## src/common/bidl_consts.svh

```systemverilog
/*
  Offsets, field positions, reset values and timing counts of the binary I/O block.
  Assumes a 125 MHz device clock and a byte-addressed register port of eight bits.
*/
`ifndef BIDL_CONSTS_SVH
`define BIDL_CONSTS_SVH

`define BIDL_CLK_MHZ        125
`define BIDL_TICK_US        1000
`define BIDL_TICK_CYC       (`BIDL_TICK_US * `BIDL_CLK_MHZ)
`define BIDL_STAB_MS        12
`define BIDL_STAB_TICKS     4'((`BIDL_STAB_MS * 1000 + `BIDL_TICK_US - 1) / `BIDL_TICK_US)

`define BIDL_N_IN           8
`define BIDL_N_OUT          4
`define BIDL_N_SLOT         7

`define BIDL_A_CTRL         8'h00
`define BIDL_A_STATUS       8'h04
`define BIDL_A_IN_INV       8'h08
`define BIDL_A_BLOCK_SEL    8'h0c
`define BIDL_A_DEB_BASE     8'h10
`define BIDL_A_OUT_BASE     8'h40
`define BIDL_OUT_SEL        2'h0
`define BIDL_OUT_CFG        2'h1
`define BIDL_OUT_TIMES      2'h2

`define BIDL_CFG_CINV       16
`define BIDL_CFG_MODE       17
`define BIDL_CFG_LATCH      18
`define BIDL_CFG_ACKEN      19
`define BIDL_CFG_ACKSEL     20

`define BIDL_RST_TIME       16'h0000
`define BIDL_RST_SEL        28'h0000000
`define BIDL_RST_CFG        24'h000000

`endif

```

## src/common/bidl_pkg.sv

```systemverilog
/*
  Types shared by the binary I/O block.
  Assumes the constants header is compiled alongside.
*/
package bidl_pkg;
  typedef logic [15:0] bidl_time_t;
  typedef logic [3:0]  bidl_sel_t;
  typedef logic [27:0] bidl_slots_t;
  typedef logic [23:0] bidl_cfg_t;
endpackage

```

## src/hw/bidl_top.sv

```systemverilog
/*
  Binary input conditioning and relay output logic with a health relay.
  Assumes synchronous field inputs, a plain register port and one 125 MHz clock.
*/
// The register addresses and the strobed register port were left to the implementer.
`include "bidl_consts.svh"

// Operation
// New input level accepted at once, timer started
// Level held while debounce timer runs
// Per input debounce time and inversion
// Fixed stabilisation delay before debounce
// One conditioned input feeds several targets
// Relay ORs up to seven trigger slots
// Slot inversion; unassigned slot gives zero
// Collective inversion; none assigned gives zero
// Mode selects working or closed-circuit polarity
// Unlatched relay follows collective state
// Latched state kept until valid acknowledgement
// Own acknowledge clears only after triggers dropped
// Acknowledge ignored until retention delay elapsed
// Minimum hold time after each level change
// Latch clear sources after triggers dropped
// Restart keeps latched outputs
// Global and SCADA ack need remote enable
// Health relay picks up only when fault-free
// Health relay dropped during boot, indicator too
// Timers count a common tick, programmable terminals
module bidl_top #(
  parameter int TICK_CYC = `BIDL_TICK_CYC
) (
  input  wire logic        clk,
  input  wire logic        rst_n,
  input  wire logic        ce,
  input  wire logic [7:0]  addr,
  input  wire logic [31:0] wr_data,
  input  wire logic        wr_strobe,
  input  wire logic        rd_strobe,
  output      logic [31:0] rd_data,
  input  wire logic [7:0]  field_input,
  input  wire logic [7:0]  trig_in,
  input  wire logic        panel_ack,
  input  wire logic        scada_ack,
  input  wire logic        global_output_ack,
  input  wire logic        restart,
  input  wire logic        boot_done,
  input  wire logic        internal_fault,
  output      logic [7:0]  input_level,
  output      logic        external_block_input,
  output      logic [3:0]  relay_output,
  output      logic        health_relay,
  output      logic        health_led
);

  //////////////////////////////////////////////////////////////////////////////
  // Reset release and common tick

  logic        rst_meta;
  logic        rst_s;
  logic [16:0] tick_cnt;
  logic        tick;

  // Reset enters at once but leaves in step with the clock
  always_ff @(posedge clk or negedge rst_n) begin
    if (!rst_n) begin
      rst_meta <= 1'b0;
      rst_s    <= 1'b0;
    end else begin
      rst_meta <= 1'b1;
      rst_s    <= rst_meta;
    end
  end

  // The tick counter is 17 bits wide, so TICK_CYC may not exceed 131072
  wire tick_wrap = (tick_cnt == 17'(TICK_CYC - 1));

  // Every timer steps on this one tick, so all share a time base
  always_ff @(posedge clk or negedge rst_s) begin
    if (!rst_s) begin
      tick_cnt <= 17'h00000;
      tick     <= 1'b0;
    end else if (ce) begin
      tick_cnt <= tick_wrap ? 17'h00000 : tick_cnt + 17'h00001;
      tick     <= tick_wrap;
    end
  end

  //////////////////////////////////////////////////////////////////////////////
  // Register file

  logic                remote_ack_en;
  logic [7:0]          in_inv;
  logic [3:0]          block_sel;
  bidl_pkg::bidl_time_t  deb_time [8];
  bidl_pkg::bidl_slots_t out_sel  [4];
  bidl_pkg::bidl_cfg_t   out_cfg  [4];
  bidl_pkg::bidl_time_t  out_ret  [4];
  bidl_pkg::bidl_time_t  out_hold [4];

  wire        hit_ctrl  = (addr == `BIDL_A_CTRL);
  wire        hit_stat  = (addr == `BIDL_A_STATUS);
  wire        hit_inv   = (addr == `BIDL_A_IN_INV);
  wire        hit_blk   = (addr == `BIDL_A_BLOCK_SEL);
  // Eight debounce words from the base; lower addresses wrap far out of range
  wire [7:0]  deb_off   = addr - `BIDL_A_DEB_BASE;
  wire        hit_deb   = (deb_off[7:5] == 3'h0) && (deb_off[1:0] == 2'h0);
  wire [2:0]  deb_idx   = deb_off[4:2];
  wire        hit_out   = (addr[7:6] == 2'h1) && (addr[1:0] == 2'h0);
  wire [1:0]  out_idx   = addr[5:4];
  wire [1:0]  out_fld   = addr[3:2];

  // Writes to unmapped or read-only words fall through unheard
  always_ff @(posedge clk or negedge rst_s) begin
    if (!rst_s) begin
      remote_ack_en <= 1'b0;
      in_inv        <= 8'h00;
      block_sel     <= 4'h0;
    end else if (ce && wr_strobe) begin
      if (hit_ctrl) begin
        remote_ack_en <= wr_data[0];
      end
      if (hit_inv) begin
        in_inv <= wr_data[7:0];
      end
      if (hit_blk) begin
        block_sel <= wr_data[3:0];
      end
    end
  end

  // One process for the debounce array and one for all four output arrays keep a single driver on every register
  always_ff @(posedge clk or negedge rst_s) begin
    if (!rst_s) begin
      for (int i = 0; i < `BIDL_N_IN; i++) begin
        deb_time[i] <= `BIDL_RST_TIME;
      end
    end else if (ce && wr_strobe && hit_deb) begin
      deb_time[deb_idx] <= wr_data[15:0];
    end
  end

  always_ff @(posedge clk or negedge rst_s) begin
    if (!rst_s) begin
      for (int k = 0; k < `BIDL_N_OUT; k++) begin
        out_sel[k]  <= `BIDL_RST_SEL;
        out_cfg[k]  <= `BIDL_RST_CFG;
        out_ret[k]  <= `BIDL_RST_TIME;
        out_hold[k] <= `BIDL_RST_TIME;
      end
    end else if (ce && wr_strobe && hit_out) begin
      if (out_fld == `BIDL_OUT_SEL) begin
        out_sel[out_idx] <= wr_data[27:0];
      end else if (out_fld == `BIDL_OUT_CFG) begin
        out_cfg[out_idx] <= wr_data[23:0];
      end else if (out_fld == `BIDL_OUT_TIMES) begin
        out_ret[out_idx]  <= wr_data[15:0];
        out_hold[out_idx] <= wr_data[31:16];
      end
    end
  end

  genvar gi;

  //////////////////////////////////////////////////////////////////////////////
  // Read path

  logic [31:0] rd_mux;

  wire [31:0] rd_ctrl  = {31'h00000000, remote_ack_en};
  wire [31:0] rd_stat  = {19'h00000, health_relay, relay_output, input_level};
  wire [31:0] rd_inv   = {24'h000000, in_inv};
  wire [31:0] rd_blk   = {28'h0000000, block_sel};
  wire [31:0] rd_deb   = {16'h0000, deb_time[deb_idx]};
  wire [31:0] rd_sel   = {4'h0, out_sel[out_idx]};
  wire [31:0] rd_cfg   = {8'h00, out_cfg[out_idx]};
  wire [31:0] rd_times = {out_hold[out_idx], out_ret[out_idx]};

  // Unmapped addresses answer zero; reads have no side effects
  always_comb begin
    rd_mux = 32'h00000000;
    if (hit_ctrl) begin
      rd_mux = rd_ctrl;
    end else if (hit_stat) begin
      rd_mux = rd_stat;
    end else if (hit_inv) begin
      rd_mux = rd_inv;
    end else if (hit_blk) begin
      rd_mux = rd_blk;
    end else if (hit_deb) begin
      rd_mux = rd_deb;
    end else if (hit_out && out_fld == `BIDL_OUT_SEL) begin
      rd_mux = rd_sel;
    end else if (hit_out && out_fld == `BIDL_OUT_CFG) begin
      rd_mux = rd_cfg;
    end else if (hit_out && out_fld == `BIDL_OUT_TIMES) begin
      rd_mux = rd_times;
    end
  end

  // Read data stand for one cycle and are zero otherwise
  always_ff @(posedge clk or negedge rst_s) begin
    if (!rst_s) begin
      rd_data <= 32'h00000000;
    end else if (ce) begin
      rd_data <= rd_strobe ? rd_mux : 32'h00000000;
    end
  end

  //////////////////////////////////////////////////////////////////////////////
  // Input conditioning

  generate
    for (gi = 0; gi < `BIDL_N_IN; gi++) begin : g_in
      logic       stab_lvl;
      logic [3:0] stab_cnt;
      logic       acc;
      logic [15:0] deb_cnt;
      logic       lvl_q;
      wire        stab_diff = (field_input[gi] != stab_lvl);
      wire        deb_idle  = (deb_cnt == 16'h0000);
      wire        take      = deb_idle && (stab_lvl != acc);

      // A glitch shorter than the stabilisation window never reaches the debouncer
      always_ff @(posedge clk or negedge rst_s) begin
        if (!rst_s) begin
          stab_lvl <= 1'b0;
          stab_cnt <= 4'h0;
        end else if (ce) begin
          // Restart throws away a half-counted change
          if (restart || !stab_diff) begin
            stab_cnt <= 4'h0;
          end else if (tick && stab_cnt == `BIDL_STAB_TICKS - 4'h1) begin
            stab_lvl <= field_input[gi];
            stab_cnt <= 4'h0;
          end else if (tick) begin
            stab_cnt <= stab_cnt + 4'h1;
          end
        end
      end

      // Zero debounce time lets every stabilised change straight through
      always_ff @(posedge clk or negedge rst_s) begin
        if (!rst_s) begin
          acc     <= 1'b0;
          deb_cnt <= 16'h0000;
          lvl_q   <= 1'b0;
        end else if (ce) begin
          if (restart) begin
            deb_cnt <= 16'h0000;
          end else if (take) begin
            acc     <= stab_lvl;
            deb_cnt <= deb_time[gi];
          end else if (tick && !deb_idle) begin
            deb_cnt <= deb_cnt - 16'h0001;
          end
          // Inversion follows the debouncer, so timing ignores polarity
          lvl_q <= (take ? stab_lvl : acc) ^ in_inv[gi];
        end
      end

      assign input_level[gi] = lvl_q;
    end
  endgenerate

  // Same conditioned level also feeds the trigger sources below
  always_ff @(posedge clk or negedge rst_s) begin
    if (!rst_s) begin
      external_block_input <= 1'b0;
    end else if (ce) begin
      external_block_input <= block_sel[3] & input_level[block_sel[2:0]];
    end
  end

  //////////////////////////////////////////////////////////////////////////////
  // Relay outputs

  // Sources 0 to 7 are conditioned inputs, 8 to 15 external triggers
  wire [15:0] src        = {trig_in, input_level};
  wire        remote_ack = remote_ack_en && (scada_ack || global_output_ack);
  wire        all_ack    = panel_ack || remote_ack;

  generate
    for (gi = 0; gi < `BIDL_N_OUT; gi++) begin : g_out
      logic [6:0]  slot_val;
      logic        latched;
      logic        state;
      logic        rly_q;
      logic [15:0] ret_cnt;
      logic [15:0] hold_cnt;
      wire [6:0]   asg      = out_cfg[gi][6:0];
      wire [6:0]   sinv     = out_cfg[gi][14:8];
      wire         cinv     = out_cfg[gi][`BIDL_CFG_CINV];
      wire         mode     = out_cfg[gi][`BIDL_CFG_MODE];
      wire         latch_en = out_cfg[gi][`BIDL_CFG_LATCH];
      wire         ack_en   = out_cfg[gi][`BIDL_CFG_ACKEN];
      wire [3:0]   ack_sel  = out_cfg[gi][`BIDL_CFG_ACKSEL +: 4];
      wire         any_asg  = |asg;
      wire         coll     = any_asg & ((|slot_val) ^ cinv);
      // Acknowledge waits for triggers gone and retention spent
      wire         ret_done = !coll && (ret_cnt >= out_ret[gi]);
      wire         own_ack  = latch_en && ack_en && src[ack_sel];
      wire         ack_ok   = ret_done && (own_ack || all_ack);
      wire         want     = latch_en ? (coll || latched) : coll;
      // Hold time starts again at every change of the contact
      wire         hold_ok  = (hold_cnt >= out_hold[gi]);
      wire         next_state = (want != state && hold_ok) ? want : state;

      genvar gj;
      for (gj = 0; gj < `BIDL_N_SLOT; gj++) begin : g_slot
        assign slot_val[gj] = asg[gj] & (src[out_sel[gi][4*gj +: 4]] ^ sinv[gj]);
      end

      // Restart never touches this flop; reset, latching off, no slot assigned or an accepted acknowledgement clears it
      // A new trigger outranks an acknowledgement in the same cycle
      always_ff @(posedge clk or negedge rst_s) begin
        if (!rst_s) begin
          latched <= 1'b0;
        end else if (ce) begin
          if (!latch_en || !any_asg) begin
            latched <= 1'b0;
          end else if (coll) begin
            latched <= 1'b1;
          end else if (ack_ok) begin
            latched <= 1'b0;
          end
        end
      end

      // Both counters saturate, so a long-idle relay may move at once
      // Closed-circuit mode is a plain inversion of the contact drive
      always_ff @(posedge clk or negedge rst_s) begin
        if (!rst_s) begin
          ret_cnt  <= 16'h0000;
          hold_cnt <= 16'h0000;
          state    <= 1'b0;
          rly_q    <= 1'b0;
        end else if (ce) begin
          if (restart || coll) begin
            ret_cnt <= 16'h0000;
          end else if (tick && ret_cnt < out_ret[gi]) begin
            ret_cnt <= ret_cnt + 16'h0001;
          end
          if (restart || next_state != state) begin
            hold_cnt <= 16'h0000;
          end else if (tick && !hold_ok) begin
            hold_cnt <= hold_cnt + 16'h0001;
          end
          state <= restart ? 1'b0 : next_state;
          rly_q <= (restart ? 1'b0 : next_state) ^ mode;
        end
      end

      assign relay_output[gi] = rly_q;
    end
  endgenerate

  //////////////////////////////////////////////////////////////////////////////
  // Health relay

  // A restart drops the health relay just as a boot does
  wire healthy = boot_done && !internal_fault && !restart;

  always_ff @(posedge clk or negedge rst_s) begin
    if (!rst_s) begin
      health_relay <= 1'b0;
      health_led   <= 1'b0;
    end else if (ce) begin
      health_relay <= healthy;
      health_led   <= healthy;
    end
  end

endmodule

```

## config.mk

```make
export PLATFORM = sky130hd
export DESIGN_NAME = bidl_top
export DESIGN_NICKNAME = d
export VERILOG_FILES = /design/src/common/bidl_pkg.sv /design/src/hw/bidl_top.sv
export VERILOG_INCLUDE_DIRS = /design/src /design/src/common
export SDC_FILE = /design/constraint.sdc
export NUM_CORES = 2
export LEC_CHECK = 0
export ABC_AREA = 1
export BUFFER_PORTS_ARGS = -buffer_cell sky130_fd_sc_hd__buf_2
export CORE_MARGIN = 2
export CORE_UTILIZATION = 60
export CTS_BUF_LIST = sky130_fd_sc_hd__clkbuf_4 sky130_fd_sc_hd__clkbuf_8
export DETAILED_ROUTE_END_ITERATION = 6
export PLACE_DENSITY = 0.74
export RECOVER_POWER = 25
export SYNTH_ARGS = -nofsm -noshare
export SYNTH_HDL_FRONTEND = slang
export SYNTH_SLANG_ARGS = --single-unit
```

## constraint.sdc

```tcl
create_clock -name clk -period 31 [get_ports clk]
set_input_delay 4.65 -clock clk [delete_from_list [all_inputs] [get_ports clk]]
set_output_delay 4.65 -clock clk [all_outputs]
set_load 0.02 [all_outputs]
```

==> results.sh <==
export IMPL_status="finished with violations"
export IMPL_failed_checks="max-capacitance violations, max-slew violations"
export IMPL_die_h_um=297
export IMPL_firstDrtPassIters=6
export IMPL_yosys_area_share_adder_pct=3.98
export IMPL_synthMuxAreaShare_pct=0.102
export IMPL_slew_viol_final=525
export IMPL_hold_slack_ps=344
export IMPL_tightest_slew_ps=8030
export IMPL_synth_compound_area_share_pct=18.0
export IMPL_met2_usage_pct=60.0
export IMPL_period_share_pct=42.0
export IMPL_relSlewSlack_pct=-435
export IMPL_synth_nets=7207
export IMPL_antenna_found_initial=6
export IMPL_vdd_drop_max_v=0.0000503
export IMPL_cts_sinks=855
export IMPL_pre_cts_slack_ps=21900
export IMPL_drc=0
export IMPL_grt_util_met1_pct=51.4
export IMPL_layout_drive_gt1_share_pct=7.04
export IMPL_cts_made_buffers=150
export IMPL_synth_seq_cells=855
export IMPL_wl_per_cell_um=21.8
export IMPL_coreArea_um2=85100
export IMPL_hold_path_class="reg2reg"
export IMPL_layout_commonest_cell="nand2_1"
export IMPL_syn_area_um2=51500
export IMPL_grtUsageMet3_pct=8.55
export IMPL_setup_viol_count_final=0
export IMPL_ctsHoldBuffers=0
export IMPL_layout_nets=7137
export IMPL_synth_edff_count=0
export IMPL_critPathRequiredTime_ps=29950
export IMPL_fin_tns_setup_ps=0
export IMPL_synth_seq_area_share_pct=41.5
export IMPL_wl_um=178000
export IMPL_clockPowerShare_pct=31.1
export IMPL_track_usage_pct=39.5
export IMPL_grt_overflow=0
export IMPL_synth_async_reset_ratio_pct=100
export IMPL_grt_max_degree=150
export IMPL_tritoncts="done"
export IMPL_ant_nets=0
export IMPL_vias=50400
export IMPL_synth_main_ff_cell="dfrtp_1"
export IMPL_synth_xor_area_share_pct=3.23
export IMPL_busiest_layer="met2"
export IMPL_final_cell_mix="1688 x nand2_1, 992 x o21ai_0, 855 x dfrtp_1, 663 x inv_1, 641 x nand3_1"
export IMPL_power_density_nw_per_um2=65.8
export IMPL_combPwrFrac_pct=32.4
export IMPL_hold_violations=0
export IMPL_avgSynthCellArea_um2=7.39
export IMPL_htree_levels=4
export IMPL_rows=107
export IMPL_synthToLayoutAreaGrowth_pct=7.58
export IMPL_grt_pass1_wl_um=270000
export IMPL_grt_pass1_vias=46200
export IMPL_first_iter_violations=6423
export IMPL_yosysWarnings=0
export IMPL_seq_power_share_pct=36.5
export IMPL_fin_skew_ps=49.0
export IMPL_p_sw_share_pct=38.8
export IMPL_rsz0062_at_grt="no"
export IMPL_fp_dieW_um=297
export IMPL_viasPerCell=6.17
export IMPL_fin_ws_ps=17990
export IMPL_clk_latency_ps=880
export IMPL_max_clock_freq_mhz=76.9
export IMPL_place_congestion=0.986
export IMPL_synth_top_family_by_area="simple AND/OR/NAND/NOR gates"
export IMPL_cts_root_buffer="clkbuf_8"
export IMPL_start_util_pct=60.5
export IMPL_finalNonFillerCells=8160
export IMPL_critPathArrivalTime_ps=11960
export IMPL_crit_path_max_fanout=149
export IMPL_io_buffers=113
export IMPL_cts_clk_slew_worst_paths_ps=60
export IMPL_cts_setup_buffers=0
export IMPL_maxCapViolCount=7
export IMPL_synth_distinct_cells=65
export IMPL_leakagePower_nw=25.8
export IMPL_timing_worst_setup_path_type="reg2async"
export IMPL_synthCells=6976
export IMPL_die_area_um2=88200
export IMPL_startpoint_type="register"
export IMPL_internal_power_w=0.00223
export IMPL_fin_crit_ps=13010
export IMPL_postCtsResizedCells=0
export IMPL_place_inst=7898
export IMPL_clk_path_buf_depth=3
export IMPL_hpwl_um=121000
export IMPL_endpoint_kind="asynchronous set/reset pin"
export IMPL_io_pin_count=114
export IMPL_p_sw_w=0.00142
export IMPL_synth_simple_area_share_pct=24.7
[flip-flops by register name (all words and copies together), names as in the netlist, 8 cells and up]
register,count
out_sel,112
g_in.lvl_q,8
g_in.acc,8
in_inv,8
deb_time,128
g_out.ack_sel,16
g_in.stab_lvl,8
tick_cnt,17
out_hold,64
out_cfg,8
g_in.deb_cnt,128
g_out.ret_cnt,64
g_in.stab_cnt,32
g_out.sinv,28
rd_data,32
g_out.hold_cnt,64
g_out.asg,28
out_ret,64
[kinds of logic (layout without fill, tap and decap cells)]
family	Yosys count	after routing
other	1	4
muxes	5	5
and+or+nand+nor	2981	2981
AOI/OAI and AO/OA	1695	1695
adders and majority gates	164	164
xor gates and xnor gates	190	190
DFF	855	855
buffers and inverters	1085	1122
[final timing paths]
kind,cells after the start,start,endpoint,slack [ps]
min in group asynchronous,0,rst_s$_DFF_PN0_,out_sel[49]$_DFFE_PN0P_,1140
hold reg to reg,0,rst_meta$_DFF_PN0_,rst_s$_DFF_PN0_,340
setup / recovery,2,rst_s$_DFF_PN0_,out_ret[55]$_DFFE_PN0P_,17990
max in group clk,13,addr[5],deb_time[0]$_DFFE_PN0P_,22550
setup reg to reg,2,rst_s$_DFF_PN0_,out_ret[55]$_DFFE_PN0P_,17990
hold / removal,0,rst_meta$_DFF_PN0_,rst_s$_DFF_PN0_,340
[stage by stage]
step | power, W | cell area, um^2 | util (%)
3_3_place_gp | 0.00247 | 52300 | 61.4
5_1_grt | 0.00385 | 55400 | 65.1
3_5_place_dp | 0.00250 | 52300 | 61.4
2_1_floorplan | 0.00220 | 51500 | -
4_1_cts | 0.00363 | 55500 | 65.1
6_report | 0.00365 | 55400 | 65.1
[synth_stat cells, types with 34 or more instances]
master,n,area (um^2)
dfrtp_1,855,21400
xnor2_1,39,342
nor4_1,36,225
nand3_1,641,3210
ha_1,164,2050
clkbuf_1,268,1010
o22ai_1,146,913
o21ai_1,34,170
nand4_1,110,688
nor3_1,103,515
buf_2,77,385
o211ai_1,97,728
inv_1,666,2500
nand2_1,1694,6360
nor2_1,333,1250
a21oi_1,305,1530
o21ai_0,992,4960
xor2_1,151,1320
[layer usage]
layer	part of all wire, %	routed length (um)
met1	38	68200
met2	44	78400
met3	10	18600
met4	7.0	12400
met5	0.024	42
[power groups by stage]
stage	sequential, W	clock (W)	combinational (W)
finish	0.00133	0.00113	0.00118
global route	0.00134	0.00119	0.00132
CTS	0.00133	0.00114	0.00116
detailed placement	0.00135	0	0.00115
global placement	0.00134	0	0.00112
floorplan	0.00133	0	0.000869
[cell type report]
cell class | count | area (um^2)
multi-input cells | 5036 | 25800
clock buffers | 217 | 2770
diodes | 3 | 7.51
repair buffers | 169 | 975
fillers | 7629 | 29700
well taps | 1144 | 1430
flip-flops and latches | 855 | 21400
inverters | 694 | 2610
clock inverters | 42 | 423
[worst max-delay path, cell delays in order, from the launching register on]
cell and delay [ps]:
dfrtp_1 2180, clkbuf_1 2880, clkbuf_1 5650
(Power assumes the default switching activity.)
